$ cat src/pkg/mpw_pkg.sv
// Function
// Period buffer copies to active period at count reset after match.
// Up/down modes copy period buffer when count equals zero.
// Stopped time base copies period buffer continuously.
// Edge-aligned: active from count zero until duty matches count.
// Edge-aligned: duty zero never active, duty above period always active.
// Center-aligned: active on match counting down, inactive on match up.
// Center-aligned: duty zero never active, duty equal period always.
// Four 16-bit duty registers; lsb gives half-count edge resolution.
// Each duty has writable buffer plus separate active compare value.
// Edge duty update at period wrap, or stopped with hold clear.
// Up/down duty update at zero turning upward, or when stopped.
// Double-update mode updates duty at zero and at period match.
// Complementary: channel n drives pair n, low is complement.
// Pair mode bits clear means complementary; reset clears them.
// Six-bit dead-time counter loads on compare edges, blanks both outputs.
// Dead-time clock is one, two, four or eight cycles.
// Dead-time prescaler clears on counter load, config write, reset.
// Software should not change dead-time config while running.
// Independent pairs have no dead time; both outputs may be active.
// Independent: duty drives both pins; override gives active or inactive.
// Single pulse: active at start, off on duty, stop at period.
// Override register: six select bits high, six levels low.
// On period match the count resets or reverses next tick.
// Count register bit 15 reads the down-counting flag.
// Complementary turn-on edges delayed by dead time; turn-off immediate.
// Upper duty bits compare to count; lsb shifts edge half count.
package mpw_pkg;
    localparam int CNT_W = 15;
    localparam int DT_W = 6;
    localparam int NUM_DUTY = 4;
    localparam int NUM_PAIR = 3;
    // Register offsets
    localparam logic [3:0] OFF_CTL = 4'h0;
    localparam logic [3:0] OFF_CNT = 4'h1;
    localparam logic [3:0] OFF_PER = 4'h2;
    localparam logic [3:0] OFF_DUTY = 4'h3;
    localparam logic [3:0] OFF_PAIR = 4'h7;
    localparam logic [3:0] OFF_HOLD = 4'h8;
    localparam logic [3:0] OFF_DT = 4'h9;
    localparam logic [3:0] OFF_OVR = 4'hA;
    // Field positions
    localparam int RUN_BIT = 15;
    localparam int DIR_BIT = 15;
    localparam int DT_DIV_LSB = 6;
    localparam int OVR_SEL_LSB = 8;
    // Reset values
    localparam logic [14:0] RST_PERIOD = 15'h0000;
    localparam logic [15:0] RST_DUTY = 16'h0000;
    localparam logic [5:0] RST_OVR = 6'h00;
    localparam logic [5:0] RST_DT = 6'h00;
    localparam logic [2:0] RST_PAIR = 3'h0;
    typedef enum logic [1:0] {
        MPW_FREE, MPW_SINGLE, MPW_UPDOWN, MPW_DOUBLE
    } mpw_mode_t;
    typedef struct packed {
        logic [3:0] addr;
        logic [15:0] wdata;
        logic wr;
        logic rd;
    } mpw_bus_t;
endpackage

$ cat src/design/mpw_pwm_out.sv
// The address map and strobed register access were left to the implementer.
`timescale 1ns/1ps
`default_nettype none
module mpw_pwm_out (
    // Clock and reset
    input wire logic core_clk,
    input wire logic resetn,
    // Register port
    input wire mpw_pkg::mpw_bus_t bus_req,
    output logic [15:0] rd_data,
    // Power stage drive
    output logic [2:0] high_side_out,
    output logic [2:0] low_side_out,
    // Events
    output logic single_pulse_done,
    output logic spare_compare
);
////////////////////////////////////////////////////////////////////////////
    // Control state
    logic run_r, run_nxt;
    mpw_pkg::mpw_mode_t mode_r;
    logic [14:0] count_r, count_nxt;
    logic down_r, down_nxt;
    logic half_r;
    logic [14:0] per_buf_r, per_act_r;
    logic hold_r;
    logic [2:0] indep_r;
    logic [5:0] dt_val_r;
    logic [1:0] dt_div_r;
    logic [5:0] ovr_sel_r, ovr_lvl_r;
    logic [15:0] rd_data_r;
    logic done_r;
    logic [2:0] high_r, low_r;
    logic [3:0] cmp;
    logic [15:0] duty_buf_w [4];
    logic [15:0] duty_act_w [4];

////////////////////////////////////////////////////////////////////////////
    // Write decode
    wire wr_ctl = bus_req.wr && bus_req.addr == mpw_pkg::OFF_CTL;
    wire wr_cnt = bus_req.wr && bus_req.addr == mpw_pkg::OFF_CNT;
    wire wr_per = bus_req.wr && bus_req.addr == mpw_pkg::OFF_PER;
    wire wr_pair = bus_req.wr && bus_req.addr == mpw_pkg::OFF_PAIR;
    wire wr_hold = bus_req.wr && bus_req.addr == mpw_pkg::OFF_HOLD;
    wire wr_dt = bus_req.wr && bus_req.addr == mpw_pkg::OFF_DT;
    wire wr_ovr = bus_req.wr && bus_req.addr == mpw_pkg::OFF_OVR;

    // Time base events; one count step every two clocks
    wire edge_mode = mode_r == mpw_pkg::MPW_FREE ||
                     mode_r == mpw_pkg::MPW_SINGLE;
    wire single = mode_r == mpw_pkg::MPW_SINGLE;
    wire tick = run_r && half_r && per_act_r != 15'h0000;
    wire at_per = count_r == per_act_r;
    wire at_zero = count_r == 15'h0000;
    wire wrap = tick && edge_mode && at_per;
    wire [15:0] pos = {count_r, half_r};

    // Period transfer instants
    wire per_load = !run_r || wrap ||                    // see R3
                    (tick && !edge_mode && at_zero);

    // Duty transfer instants; hold blocks running updates, and stopped updates in edge modes
    wire upd_edge = wrap && !hold_r;
    wire upd_ud = tick && down_r && at_zero && !hold_r;
    wire upd_dbl = tick && (at_zero || at_per) && !hold_r;
    wire duty_load = edge_mode ?
                     (upd_edge || (!run_r && !hold_r)) :
                     (mode_r == mpw_pkg::MPW_UPDOWN) ?
                     (upd_ud || !run_r) : (upd_dbl || !run_r);

    // Dead-time prescaler span: 1, 2, 4 or 8 clocks
    wire [3:0] ps_span = 4'h1 << dt_div_r;
    wire [2:0] ps_lim = 3'(ps_span - 4'h1);
////////////////////////////////////////////////////////////////////////////
    // Time base next state
    always_comb begin
        count_nxt = count_r;
        down_nxt = down_r;
        run_nxt = run_r;
        if (tick) begin
            if (edge_mode) begin
                if (at_per) begin
                    count_nxt = 15'h0000;
                    if (single) begin
                        run_nxt = 1'b0;
                    end
                end else begin
                    count_nxt = count_r + 15'h0001;
                end
            end else if (!down_r) begin
                if (at_per) begin
                    down_nxt = 1'b1;
                    count_nxt = count_r - 15'h0001;
                end else begin
                    count_nxt = count_r + 15'h0001;
                end
            end else if (at_zero) begin
                down_nxt = 1'b0;
                count_nxt = 15'h0001;
            end else begin
                count_nxt = count_r - 15'h0001;
            end
        end
        // Software command wins over the hardware stop
        if (wr_ctl) begin
            run_nxt = bus_req.wdata[mpw_pkg::RUN_BIT];
        end
        if (wr_cnt) begin
            count_nxt = bus_req.wdata[14:0];
        end
    end

    // Time base registers
    always_ff @(posedge core_clk) begin
        if (!resetn) begin
            run_r <= 1'b0;
            count_r <= 15'h0000;
            down_r <= 1'b0;
            half_r <= 1'b0;
        end else begin
            run_r <= run_nxt;
            count_r <= count_nxt;
            down_r <= down_nxt;
            half_r <= run_r && !half_r;
        end
    end

    // Mode register; direction flag keeps its value on mode change
    always_ff @(posedge core_clk) begin
        if (!resetn) begin
            mode_r <= mpw_pkg::MPW_FREE;
        end else if (wr_ctl) begin
            mode_r <= mpw_pkg::mpw_mode_t'(bus_req.wdata[1:0]);
        end
    end

    // Period buffer and active period
    always_ff @(posedge core_clk) begin
        if (!resetn) begin
            per_buf_r <= mpw_pkg::RST_PERIOD;
            per_act_r <= mpw_pkg::RST_PERIOD;
        end else begin
            if (wr_per) begin
                per_buf_r <= bus_req.wdata[14:0];
            end
            if (per_load) begin
                per_act_r <= per_buf_r;
            end
        end
    end

    // Configuration registers
    always_ff @(posedge core_clk) begin
        if (!resetn) begin
            hold_r <= 1'b0;
            indep_r <= mpw_pkg::RST_PAIR;
            dt_val_r <= mpw_pkg::RST_DT;
            dt_div_r <= 2'h0;
            ovr_sel_r <= mpw_pkg::RST_OVR;
            ovr_lvl_r <= mpw_pkg::RST_OVR;
        end else begin
            if (wr_hold) begin
                hold_r <= bus_req.wdata[0];
            end
            if (wr_pair) begin
                indep_r <= bus_req.wdata[2:0];
            end
            if (wr_dt) begin
                dt_val_r <= bus_req.wdata[5:0];
                dt_div_r <= bus_req.wdata[7:6];
            end
            if (wr_ovr) begin
                ovr_sel_r <= bus_req.wdata[13:8];
                ovr_lvl_r <= bus_req.wdata[5:0];
            end
        end
    end
////////////////////////////////////////////////////////////////////////////
    // Per-channel duty, compare and pair output logic
    for (genvar i = 0; i < 4; i++) begin : g_ch
        logic [15:0] buf_r, act_r;
        wire [14:0] dh = act_r[15:1];
        wire wr_duty = bus_req.wr &&
                       bus_req.addr == 4'(mpw_pkg::OFF_DUTY + i);
        // Half-count resolution through the phase bit
        wire edge_cmp = pos < act_r;                     // see R4
        wire center_cmp = act_r != 16'h0000 &&
                          (dh == per_act_r ||
                           (down_r ? count_r <= dh : count_r < dh) ||
                           (count_r == dh && act_r[0] && half_r));
        assign duty_buf_w[i] = buf_r;
        assign duty_act_w[i] = act_r;
        // Single pulse stays inactive until run is set
        assign cmp[i] = (single && !run_r) ? 1'b0 :
                        edge_mode ? edge_cmp : center_cmp;

        // Double-buffered duty, glitch-free mid-period
        always_ff @(posedge core_clk) begin
            if (!resetn) begin
                buf_r <= mpw_pkg::RST_DUTY;
                act_r <= mpw_pkg::RST_DUTY;
            end else begin
                if (wr_duty) begin
                    buf_r <= bus_req.wdata;
                end
                if (duty_load) begin
                    act_r <= buf_r;
                end
            end
        end

        if (i < 3) begin : g_pair
            logic cmp_d_r;
            logic [5:0] dt_r;
            logic [2:0] ps_r;
            wire cmp_edge = cmp[i] != cmp_d_r;
            // Blank both sides from the edge cycle itself
            wire blank = dt_r != 6'h00 ||
                         (cmp_edge && dt_val_r != 6'h00);
            wire pwm_h = indep_r[i] ? cmp[i] :
                         cmp[i] && !blank;
            wire pwm_l = indep_r[i] ? cmp[i] :
                         !cmp[i] && !blank;
            wire h_nxt = ovr_sel_r[2*i+1] ? ovr_lvl_r[2*i+1] : pwm_h;
            wire l_nxt = ovr_sel_r[2*i] ? ovr_lvl_r[2*i] : pwm_l;

            // Dead-time down counter and its prescaler
            always_ff @(posedge core_clk) begin
                if (!resetn) begin
                    cmp_d_r <= 1'b0;
                    dt_r <= 6'h00;
                    ps_r <= 3'h0;
                end else begin
                    cmp_d_r <= cmp[i];
                    if (cmp_edge) begin
                        dt_r <= dt_val_r;
                    end else if (dt_r != 6'h00 && ps_r == ps_lim) begin
                        dt_r <= dt_r - 6'h01;
                    end
                    if (cmp_edge || wr_dt || dt_r == 6'h00 ||
                        ps_r == ps_lim) begin
                        ps_r <= 3'h0;
                    end else begin
                        ps_r <= ps_r + 3'h1;
                    end
                end
            end

            // Registered pins keep decode glitches off the bridge
            always_ff @(posedge core_clk) begin
                if (!resetn) begin
                    high_r[i] <= 1'b0;
                    low_r[i] <= 1'b0;
                end else begin
                    high_r[i] <= h_nxt;
                    low_r[i] <= l_nxt;
                end
            end

        end
    end
////////////////////////////////////////////////////////////////////////////
    // Read selection; bit 15 of the count is the direction flag
    wire [15:0] rd_mux =
        bus_req.addr == mpw_pkg::OFF_CTL ?
            {run_r, 13'h0000, mode_r} :
        bus_req.addr == mpw_pkg::OFF_CNT ? {down_r, count_r} :
        bus_req.addr == mpw_pkg::OFF_PER ? {1'b0, per_buf_r} :
        bus_req.addr == 4'h3 ? duty_buf_w[0] :
        bus_req.addr == 4'h4 ? duty_buf_w[1] :
        bus_req.addr == 4'h5 ? duty_buf_w[2] :
        bus_req.addr == 4'h6 ? duty_buf_w[3] :
        bus_req.addr == mpw_pkg::OFF_PAIR ? {13'h0000, indep_r} :
        bus_req.addr == mpw_pkg::OFF_HOLD ? {15'h0000, hold_r} :
        bus_req.addr == mpw_pkg::OFF_DT ?
            {8'h00, dt_div_r, dt_val_r} :
        bus_req.addr == mpw_pkg::OFF_OVR ?
            {2'h0, ovr_sel_r, 2'h0, ovr_lvl_r} : 16'h0000;

    // Read data and event pulses
    always_ff @(posedge core_clk) begin
        if (!resetn) begin
            rd_data_r <= 16'h0000;
            done_r <= 1'b0;
            spare_compare <= 1'b0;
        end else begin
            rd_data_r <= bus_req.rd ? rd_mux : 16'h0000;
            done_r <= wrap && single;
            spare_compare <= cmp[3];
        end
    end

    assign rd_data = rd_data_r;
    assign single_pulse_done = done_r;
    assign high_side_out = high_r;
    assign low_side_out = low_r;
endmodule
`default_nettype wire

$ cat config.mk
export PLATFORM = sky130hd
export DESIGN_NAME = mpw_pwm_out
export DESIGN_NICKNAME = d
export VERILOG_FILES = /design/src/pkg/mpw_pkg.sv /design/src/design/mpw_pwm_out.sv
export SDC_FILE = /design/constraint.sdc
export NUM_CORES = 1
export LEC_CHECK = 0
export ABC_AREA = 1
export BUFFER_PORTS_ARGS = -buffer_cell sky130_fd_sc_hd__buf_2
export CORE_MARGIN = 8
export CORE_UTILIZATION = 26
export CTS_CLUSTER_DIAMETER = 60
export DETAILED_ROUTE_END_ITERATION = 8
export PLACE_DENSITY = 0.38
export SLEW_MARGIN = 20
export SYNTH_ARGS = -nofsm -noshare
export SYNTH_HDL_FRONTEND = slang
export SYNTH_SLANG_ARGS = --single-unit
$ cat constraint.sdc
create_clock -name core_clk -period 3.59 [get_ports core_clk]
set_clock_uncertainty 0.2 [all_clocks]
set_input_delay 0.8975 -clock core_clk [delete_from_list [all_inputs] [get_ports core_clk]]
set_output_delay 0.8975 -clock core_clk [all_outputs]
set_load 0.02 [all_outputs]
After elaboration in Yosys (flattened, before gate mapping)
Index checks and enable logic that the tools add are counted.
{"block": "word_totals", "in_bits": 24, "latch_bits": 0, "register_bits": 256, "mem_bits_ro": 0, "elab_cells": 268, "ramBits": 0, "n_memories": 0}
{"block": "op_classes", "n_mul": 0, "muxes": 57, "eq_ne": 27, "n_shift": 1, "magnitude_cmp": 12, "add_sub_neg": 9, "reduce_logical": 119, "bitwise_logic": 3, "n_div": 0}
{"op": "$eq 15x15->1", "n": 9}
{"op": "$mux 16", "n": 7}
{"op": "$mux 15", "n": 7}
{"op": "$lt 16x16->1", "n": 4}
{"op": "$reduce_bool 16->1", "n": 4}
{"op": "$le 15x15->1", "n": 4}
{"op": "$lt 15x15->1", "n": 4}
{"op": "$mux 14", "n": 4}
{"op": "$logic_and 1x1->1", "n": 51}
{"op": "$mux 6", "n": 6}
{"op": "$mux 1", "n": 33}
{"op": "$logic_or 1x1->1", "n": 27}
{"op": "$reduce_bool 6->1", "n": 4}
{"op": "$logic_not 6->1", "n": 3}
{"op": "$sub 6x1->6 const B", "n": 3}
{"op": "$eq 4x3->1 const B", "n": 4}
{"op": "$reduce_bool 2->1", "n": 8}
{"op": "$add 15x1->15 const B", "n": 1}
{"op": "$logic_not 15->1", "n": 1}
{"op": "$reduce_bool 15->1", "n": 1}
{"op": "$sub 15x1->15 const B", "n": 1}
{"op": "$eq 4x4->1 const B", "n": 3}
{"op": "$logic_not 1->1", "n": 10}
{"op": "$add 3x1->3 const B", "n": 3}
{"op": "other kinds (15)", "n": 26}

Depth between registers and ports, before layout
{"block": "depth", "ltp_word": 14, "mapped_depth": 20, "depth_no_buf": 19}

Worst setup path after synthesis
No wires, ideal clock.
{"block": "synth_path", "kind": "register -> register", "from": "register count_r[0]", "to": "register g_ch[0].act_r[0]", "t_required_ns": 3.277, "arrival_ns": 2.240, "path_stages_with_launch": 19, "setup_ns": 0.113, "path_buffers": 3, "path_slack_ns": 1.036, "path_cell_list": "dfxtp_1 > buf_4 > inv_1 > ha_1 > nand3_4 > nor3_4 > nand2_2 > nor2_4 > nand2_2 > nor2_2 > nand2_2 > nand3_2 > nand3_2 > nand3_2 > nand2_2 > buf_6 > buf_6 > o21ai_1 > nor2_1"}
{"block": "synth_between", "elab_chain_len": 7, "word_cells_on_any_way": 14, "classes_between": "1 x eq/ne; 2 x mux; 11 x reduce/logical"}
{"item": "start, declared", "line": "mpw_pwm_out.sv:22", "rtl": "logic [14:0] count_r, count_nxt;"}
{"item": "start signal, assigned", "line": "mpw_pwm_out.sv:122", "rtl": "count_r <= count_nxt;"}
{"item": "$eq 15x15->1 / $logic_not 15->1 (equally long branches)", "line": "mpw_pwm_out.sv:53, mpw_pwm_out.sv:54"}
{"item": "$logic_or 1x1->1", "line": "mpw_pwm_out.sv:65", "rtl": "wire upd_dbl = tick && (at_zero || at_per) && !hold_r;"}
{"item": "$logic_and 1x1->1 (2 in series)", "line": "mpw_pwm_out.sv:65"}
{"item": "$logic_or 1x1->1", "line": "mpw_pwm_out.sv:69", "rtl": "(upd_ud || !run_r) : (upd_dbl || !run_r);"}
{"item": "$mux 1", "line": "mpw_pwm_out.sv:68", "rtl": "(mode_r == mpw_pkg::MPW_UPDOWN) ?"}
{"item": "$mux 1 (*)", "line": "mpw_pwm_out.sv:66", "rtl": "wire duty_load = edge_mode ?"}
{"item": "end signal, assigned", "line": "mpw_pwm_out.sv:201", "rtl": "act_r <= mpw_pkg::RST_DUTY;"}
{"item": "end signal, assigned", "line": "mpw_pwm_out.sv:207", "rtl": "act_r <= buf_r;"}
{"item": "end, declared", "line": "mpw_pwm_out.sv:181", "rtl": "logic [15:0] buf_r, act_r;"}
Mark *: on every way between the ends. The rest lies on a longest branch, timed or not.
A chain may end at the register's enable or synchronous reset.

Worst setup path in the final report
{"block": "layout_path", "from": "register count_r[12]", "to": "register g_ch[1].g_pair.dt_r[5]"}
{"block": "layout_between", "elab_chain_len": 9, "word_cells_on_any_way": 15, "classes_between": "3 x order compare; 2 x eq/ne; 4 x mux; 6 x reduce/logical"}
{"item": "$lt 15x15->1 (tied with other cells)", "line": "mpw_pwm_out.sv:189", "rtl": "(down_r ? count_r <= dh : count_r < dh) ||"}
{"item": "$mux 1 / $logic_and 1x1->1 (equally long branches)", "line": "mpw_pwm_out.sv:189, mpw_pwm_out.sv:190"}
{"item": "$logic_or 1x1->1 / $logic_and 1x1->1 (equally long branches)", "line": "mpw_pwm_out.sv:188, mpw_pwm_out.sv:190"}
{"item": "$logic_or 1x1->1", "line": "mpw_pwm_out.sv:189"}
{"item": "$logic_and 1x1->1", "line": "mpw_pwm_out.sv:187", "rtl": "wire center_cmp = act_r != 16'h0000 &&"}
{"item": "$mux 1 (*)", "line": "mpw_pwm_out.sv:195", "rtl": "edge_mode ? edge_cmp : center_cmp;"}
{"item": "$mux 1 (*)", "line": "mpw_pwm_out.sv:194", "rtl": "assign cmp[i] = (single && !run_r) ? 1'b0 :"}
{"item": "$ne 1x1->1 (*)", "line": "mpw_pwm_out.sv:216", "rtl": "wire cmp_edge = cmp[i] != cmp_d_r;"}
{"item": "$mux 6 / $reduce_bool 2->1 (equally long branches)"}
{"item": "end signal, assigned", "line": "mpw_pwm_out.sv:236", "rtl": "dt_r <= dt_val_r;"}
{"item": "end signal, assigned", "line": "mpw_pwm_out.sv:238", "rtl": "dt_r <= dt_r - 6'h01;"}
{"item": "end, declared", "line": "mpw_pwm_out.sv:214", "rtl": "logic [5:0] dt_r;"}
Marks and branches as above.

==> flow_metrics.env <==
export IMPL_outcome="finished, final reports clean"
export IMPL_r2r_setup_slack_ns=0.35
export IMPL_avgSynthCellArea_um2=7.004
export IMPL_holdCritPathClass="flip-flop to flip-flop"
export IMPL_vias=13640
export IMPL_ys_seq_elements=256
export IMPL_maxCapViolations=0
export IMPL_utilization_pct=30.61
export IMPL_crit_arrival_ns=3.47
export IMPL_drtIter0Drc=1128
export IMPL_syn_inst=2015
export IMPL_critPathRequiredTime_ns=3.82
export IMPL_ir_worst_vdd_mv=0.3659
export IMPL_ys_async_sr_fraction_pct=0
export IMPL_min_period_over_period_pct=90.21
export IMPL_viasPerCell=4.906
export IMPL_grt_max_degree=71
export IMPL_rsz0062_at_grt="false"
export IMPL_critPathMaxFanout=14
export IMPL_h_tree_depth=2
export IMPL_slew_viol_final=0
export IMPL_post_cts_setup_buffer_count=0
export IMPL_whs_path_depth=1
export IMPL_min_from="g_ch[0].g_pair.ps_r[0]$_SDFF_PP0_"
export IMPL_path_delay_family="simple AND/OR/NAND/NOR gates"
export IMPL_track_usage_pct=18.61
export IMPL_grt_pass1_vias=13100
export IMPL_path_cells="ha_1, nand2_1, inv_1, nor2_1, o21ai_0, a21oi_1, nand2_1, nand3_1, nand2_1, nand2_1, nand2_1, nand2_1, o21ai_0, o21ai_0, a21oi_1"
export IMPL_die_y_um=249.0
export IMPL_drc=0
export IMPL_syn2layout_area_growth_pct=16.50
export IMPL_gp_congestion=0.8804
export IMPL_dpl_hpwl_um=44600
export IMPL_critPathLaunchType="flip-flop"
export IMPL_wire_per_inst_um=21.42
export IMPL_cts_inserted_buffers=38
export IMPL_hold_buffers=0
export IMPL_ios=48
export IMPL_fin_nets=2157
export IMPL_post_cts_resized=0
export IMPL_ys_seq_area_share_pct=36.32
export IMPL_core_area_um2=53710
export IMPL_ys_types=46
export IMPL_root_buffer="clkbuf_16"
export IMPL_dieArea_um2=61990
export IMPL_gr_total_overflow=0
export IMPL_p_total_w=0.008684
export IMPL_cp_num_buf_inv=1
export IMPL_clk_pin_slew_ns=0.06
export IMPL_die_w_um=249.0
export IMPL_r2r_end="g_ch[1].g_pair.dt_r[5]$_SDFFE_PN0P_"
export IMPL_cts_sinks=256
export IMPL_hold_viol=0
export IMPL_tightest_slew_ns=1.086
export IMPL_reg2reg_depth=15
export IMPL_synth_edff_count=0
export IMPL_synth_area_um2=14110
export IMPL_row_count=85
export IMPL_synth_flop_cell="dfxtp_1"
export IMPL_path_class="flip-flop to flip-flop"
export IMPL_drive_gt1_share_pct=9.257
export IMPL_firstDrtPassIters=6
export IMPL_cts_tree="built"
export IMPL_crit_path_end_kind="flip-flop"
export IMPL_antennaDiodeCount=0
export IMPL_cpMostUsedCell="nand2_1"
export IMPL_period_needed_ns=3.239
export IMPL_leakagePower_nw=6.976
export IMPL_cts_max_path_buffers=3
export IMPL_synth_warnings=0
export IMPL_synth_nets=2111
export IMPL_initial_core_util_pct=26.28
export IMPL_tns_ns=0
export IMPL_timing_fmax_ghz=0.3088
export IMPL_relSlewSlack_pct=27.35
export IMPL_grt_pass1_wl_um=87500
export IMPL_clock_latency_ns=0.55
export IMPL_antenna_found_initial=1
export IMPL_r2r_start="count_r[12]$_SDFFE_PN0P_"
export IMPL_cpMaxStageDelayCell="dfxtp_1"
export IMPL_ant_nets=0
export IMPL_numPortBuffers=47
export IMPL_max_stage_delay_ns=0.68
export IMPL_power_density_nw_per_um2=528.2
export IMPL_hold_path_endpoint="g_ch[0].g_pair.ps_r[0]$_SDFF_PP0_"
export IMPL_setup_violations=0
export IMPL_finalWirelength_um=59580
## flip-flops by register name (all words and copies together) (netlist names), 3 cells and up
register / cells
g_ch.g_pair.dt_r: 18
g_ch.g_pair.cmp_d_r: 3
indep_r: 3
ovr_lvl_r: 6
ovr_sel_r: 6
g_ch.act_r: 64
high_side_out: 3
g_ch.g_pair.ps_r: 9
count_r: 15
g_ch.buf_r: 64
per_buf_r: 15
per_act_r: 15
dt_val_r: 6
rd_data: 16
low_side_out: 3
## layout by cell type (no fill, tap or decap), types with 6 or more instances in the layout
cell type,count
buf_4,64
o21ai_1,60
a31oi_1,18
nor3_1,19
nand2_1,320
o22ai_1,15
clkinv_2,9
o221ai_1,16
nor4_1,21
a211oi_1,6
nor2_1,253
buf_2,46
o21ai_0,148
dfxtp_1,256
inv_1,248
o2111ai_1,7
nand3_1,86
a21oi_1,201
nand4_1,27
xnor2_1,52
clkbuf_16,38
xor2_1,42
ha_1,72
## kinds of logic after synthesis
logic type	count (synthesis)	synth area share [%]
compound gates	486	18.55
xor+xnor	94	5.834
fa+ha+maj	72	6.384
buf+inv	362	10.71
flops	256	36.32
simple gates	745	22.21
## worst register-to-register path: stages (launching register included)
cell and delay [ns]:
dfxtp_1 0.68, ha_1 0.35, nand2_1 0.06, inv_1 0.04
nor2_1 0.07, o21ai_0 0.08, a21oi_1 0.36, nand2_1 0.10
nand3_1 0.10, nand2_1 0.14, nand2_1 0.17, nand2_1 0.09
nand2_1 0.34, o21ai_0 0.16, o21ai_0 0.10, a21oi_1 0.09
## synth_stat cells (2+ instances only)
| cell type | instances | area share, % |
|---|---|---|
| xnor2_1 | 52 | 3.2 |
| a21oi_1 | 201 | 7.1 |
| buf_4 | 2 | 0.11 |
| o221ai_1 | 16 | 0.99 |
| nor3_1 | 19 | 0.67 |
| a21boi_0 | 2 | 0.11 |
| o2111ai_1 | 7 | 0.43 |
| or2_2 | 2 | 0.089 |
| buf_6 | 15 | 1.2 |
| o21ai_1 | 60 | 2.1 |
| nand2_1 | 320 | 8.5 |
| o211ai_1 | 4 | 0.21 |
| clkinv_2 | 2 | 0.071 |
| nand3_1 | 86 | 3.0 |
| a21o_1 | 2 | 0.11 |
| o21bai_1 | 2 | 0.11 |
| inv_2 | 3 | 0.080 |
| buf_1 | 2 | 0.053 |
| nor4_1 | 21 | 0.93 |
| a211oi_1 | 6 | 0.32 |
| nand4_1 | 27 | 1.2 |
| o21ai_0 | 148 | 5.2 |
| xor2_1 | 42 | 2.6 |
| inv_1 | 248 | 6.6 |
| a31oi_1 | 18 | 0.80 |
| dfxtp_1 | 256 | 36 |
| nor2_2 | 2 | 0.089 |
| buf_2 | 24 | 0.85 |
| o22ai_1 | 15 | 0.66 |
| nand2_2 | 4 | 0.18 |
| nand3_2 | 3 | 0.21 |
| nor2_1 | 254 | 6.8 |
| ha_1 | 72 | 6.4 |
| a2111oi_0 | 2 | 0.12 |
| clkbuf_1 | 65 | 1.7 |
## final cells by class
class	instances	area, µm²
clock buffers	46	1011
clock inverters	18	209.0
fillers	5864	37270
inverters	254	955.9
multi-input cells	1397	7478
flip-flops and latches	256	5125
well taps	696	870.8
repair buffers	114	790.8
## per-layer routing
metal	vias up	global-route usage [%]	wire (µm)
met4	0	5.518	1581
met2	349	29.21	26100
met3	79	2.441	2972
met5	-	0	0
li1	6723	-	-
met1	6493	26.28	28920
## worst max-delay path by stage
stage                        startpoint                                   to  slack [ns]  depth (start not counted)
6_report       count_r[12]$_SDFFE_PN0P_  g_ch[1].g_pair.dt_r[5]$_SDFFE_PN0P_        0.35                         15
3_3_place_gp    count_r[5]$_SDFFE_PN0P_  g_ch[0].g_pair.dt_r[4]$_SDFFE_PN0P_        0.31                         15
5_1_grt         count_r[4]$_SDFFE_PN0P_    g_ch[2].g_pair.ps_r[1]$_SDFF_PP0_        0.03                         16
2_1_floorplan   count_r[0]$_SDFFE_PN0P_        g_ch[0].act_r[0]$_SDFFE_PN0P_        1.04                         18
4_1_cts         count_r[5]$_SDFFE_PN0P_  g_ch[0].g_pair.dt_r[3]$_SDFFE_PN0P_        0.34                         15
3_5_place_dp   count_r[12]$_SDFFE_PN0P_  g_ch[1].g_pair.dt_r[5]$_SDFFE_PN0P_        0.33                         13
## power by group
group / leakage (nW) / total, W / internal, W / switching (W)
clock network: 0.591 / 0.00370 / 0.00223 / 0.00147
logic: 4.31 / 0.00179 / 0.000619 / 0.00117
registers: 2.08 / 0.00319 / 0.00302 / 0.000169
## through the flow
step	hold slack [ns]	instance area, µm²	cells	setup WS [ns]
2_1_floorplan	0.2273	14110	2015	1.036
3_3_place_gp	0.2463	15220	2717	0.3053
3_5_place_dp	0.2513	15220	2717	0.3260
4_1_cts	0.2651	16440	2781	0.3376
5_1_grt	0.2919	16440	2781	0.03100
6_report	0.2603	16440	2781	0.3513
Note: power is estimated with default switching activity, not from simulation.
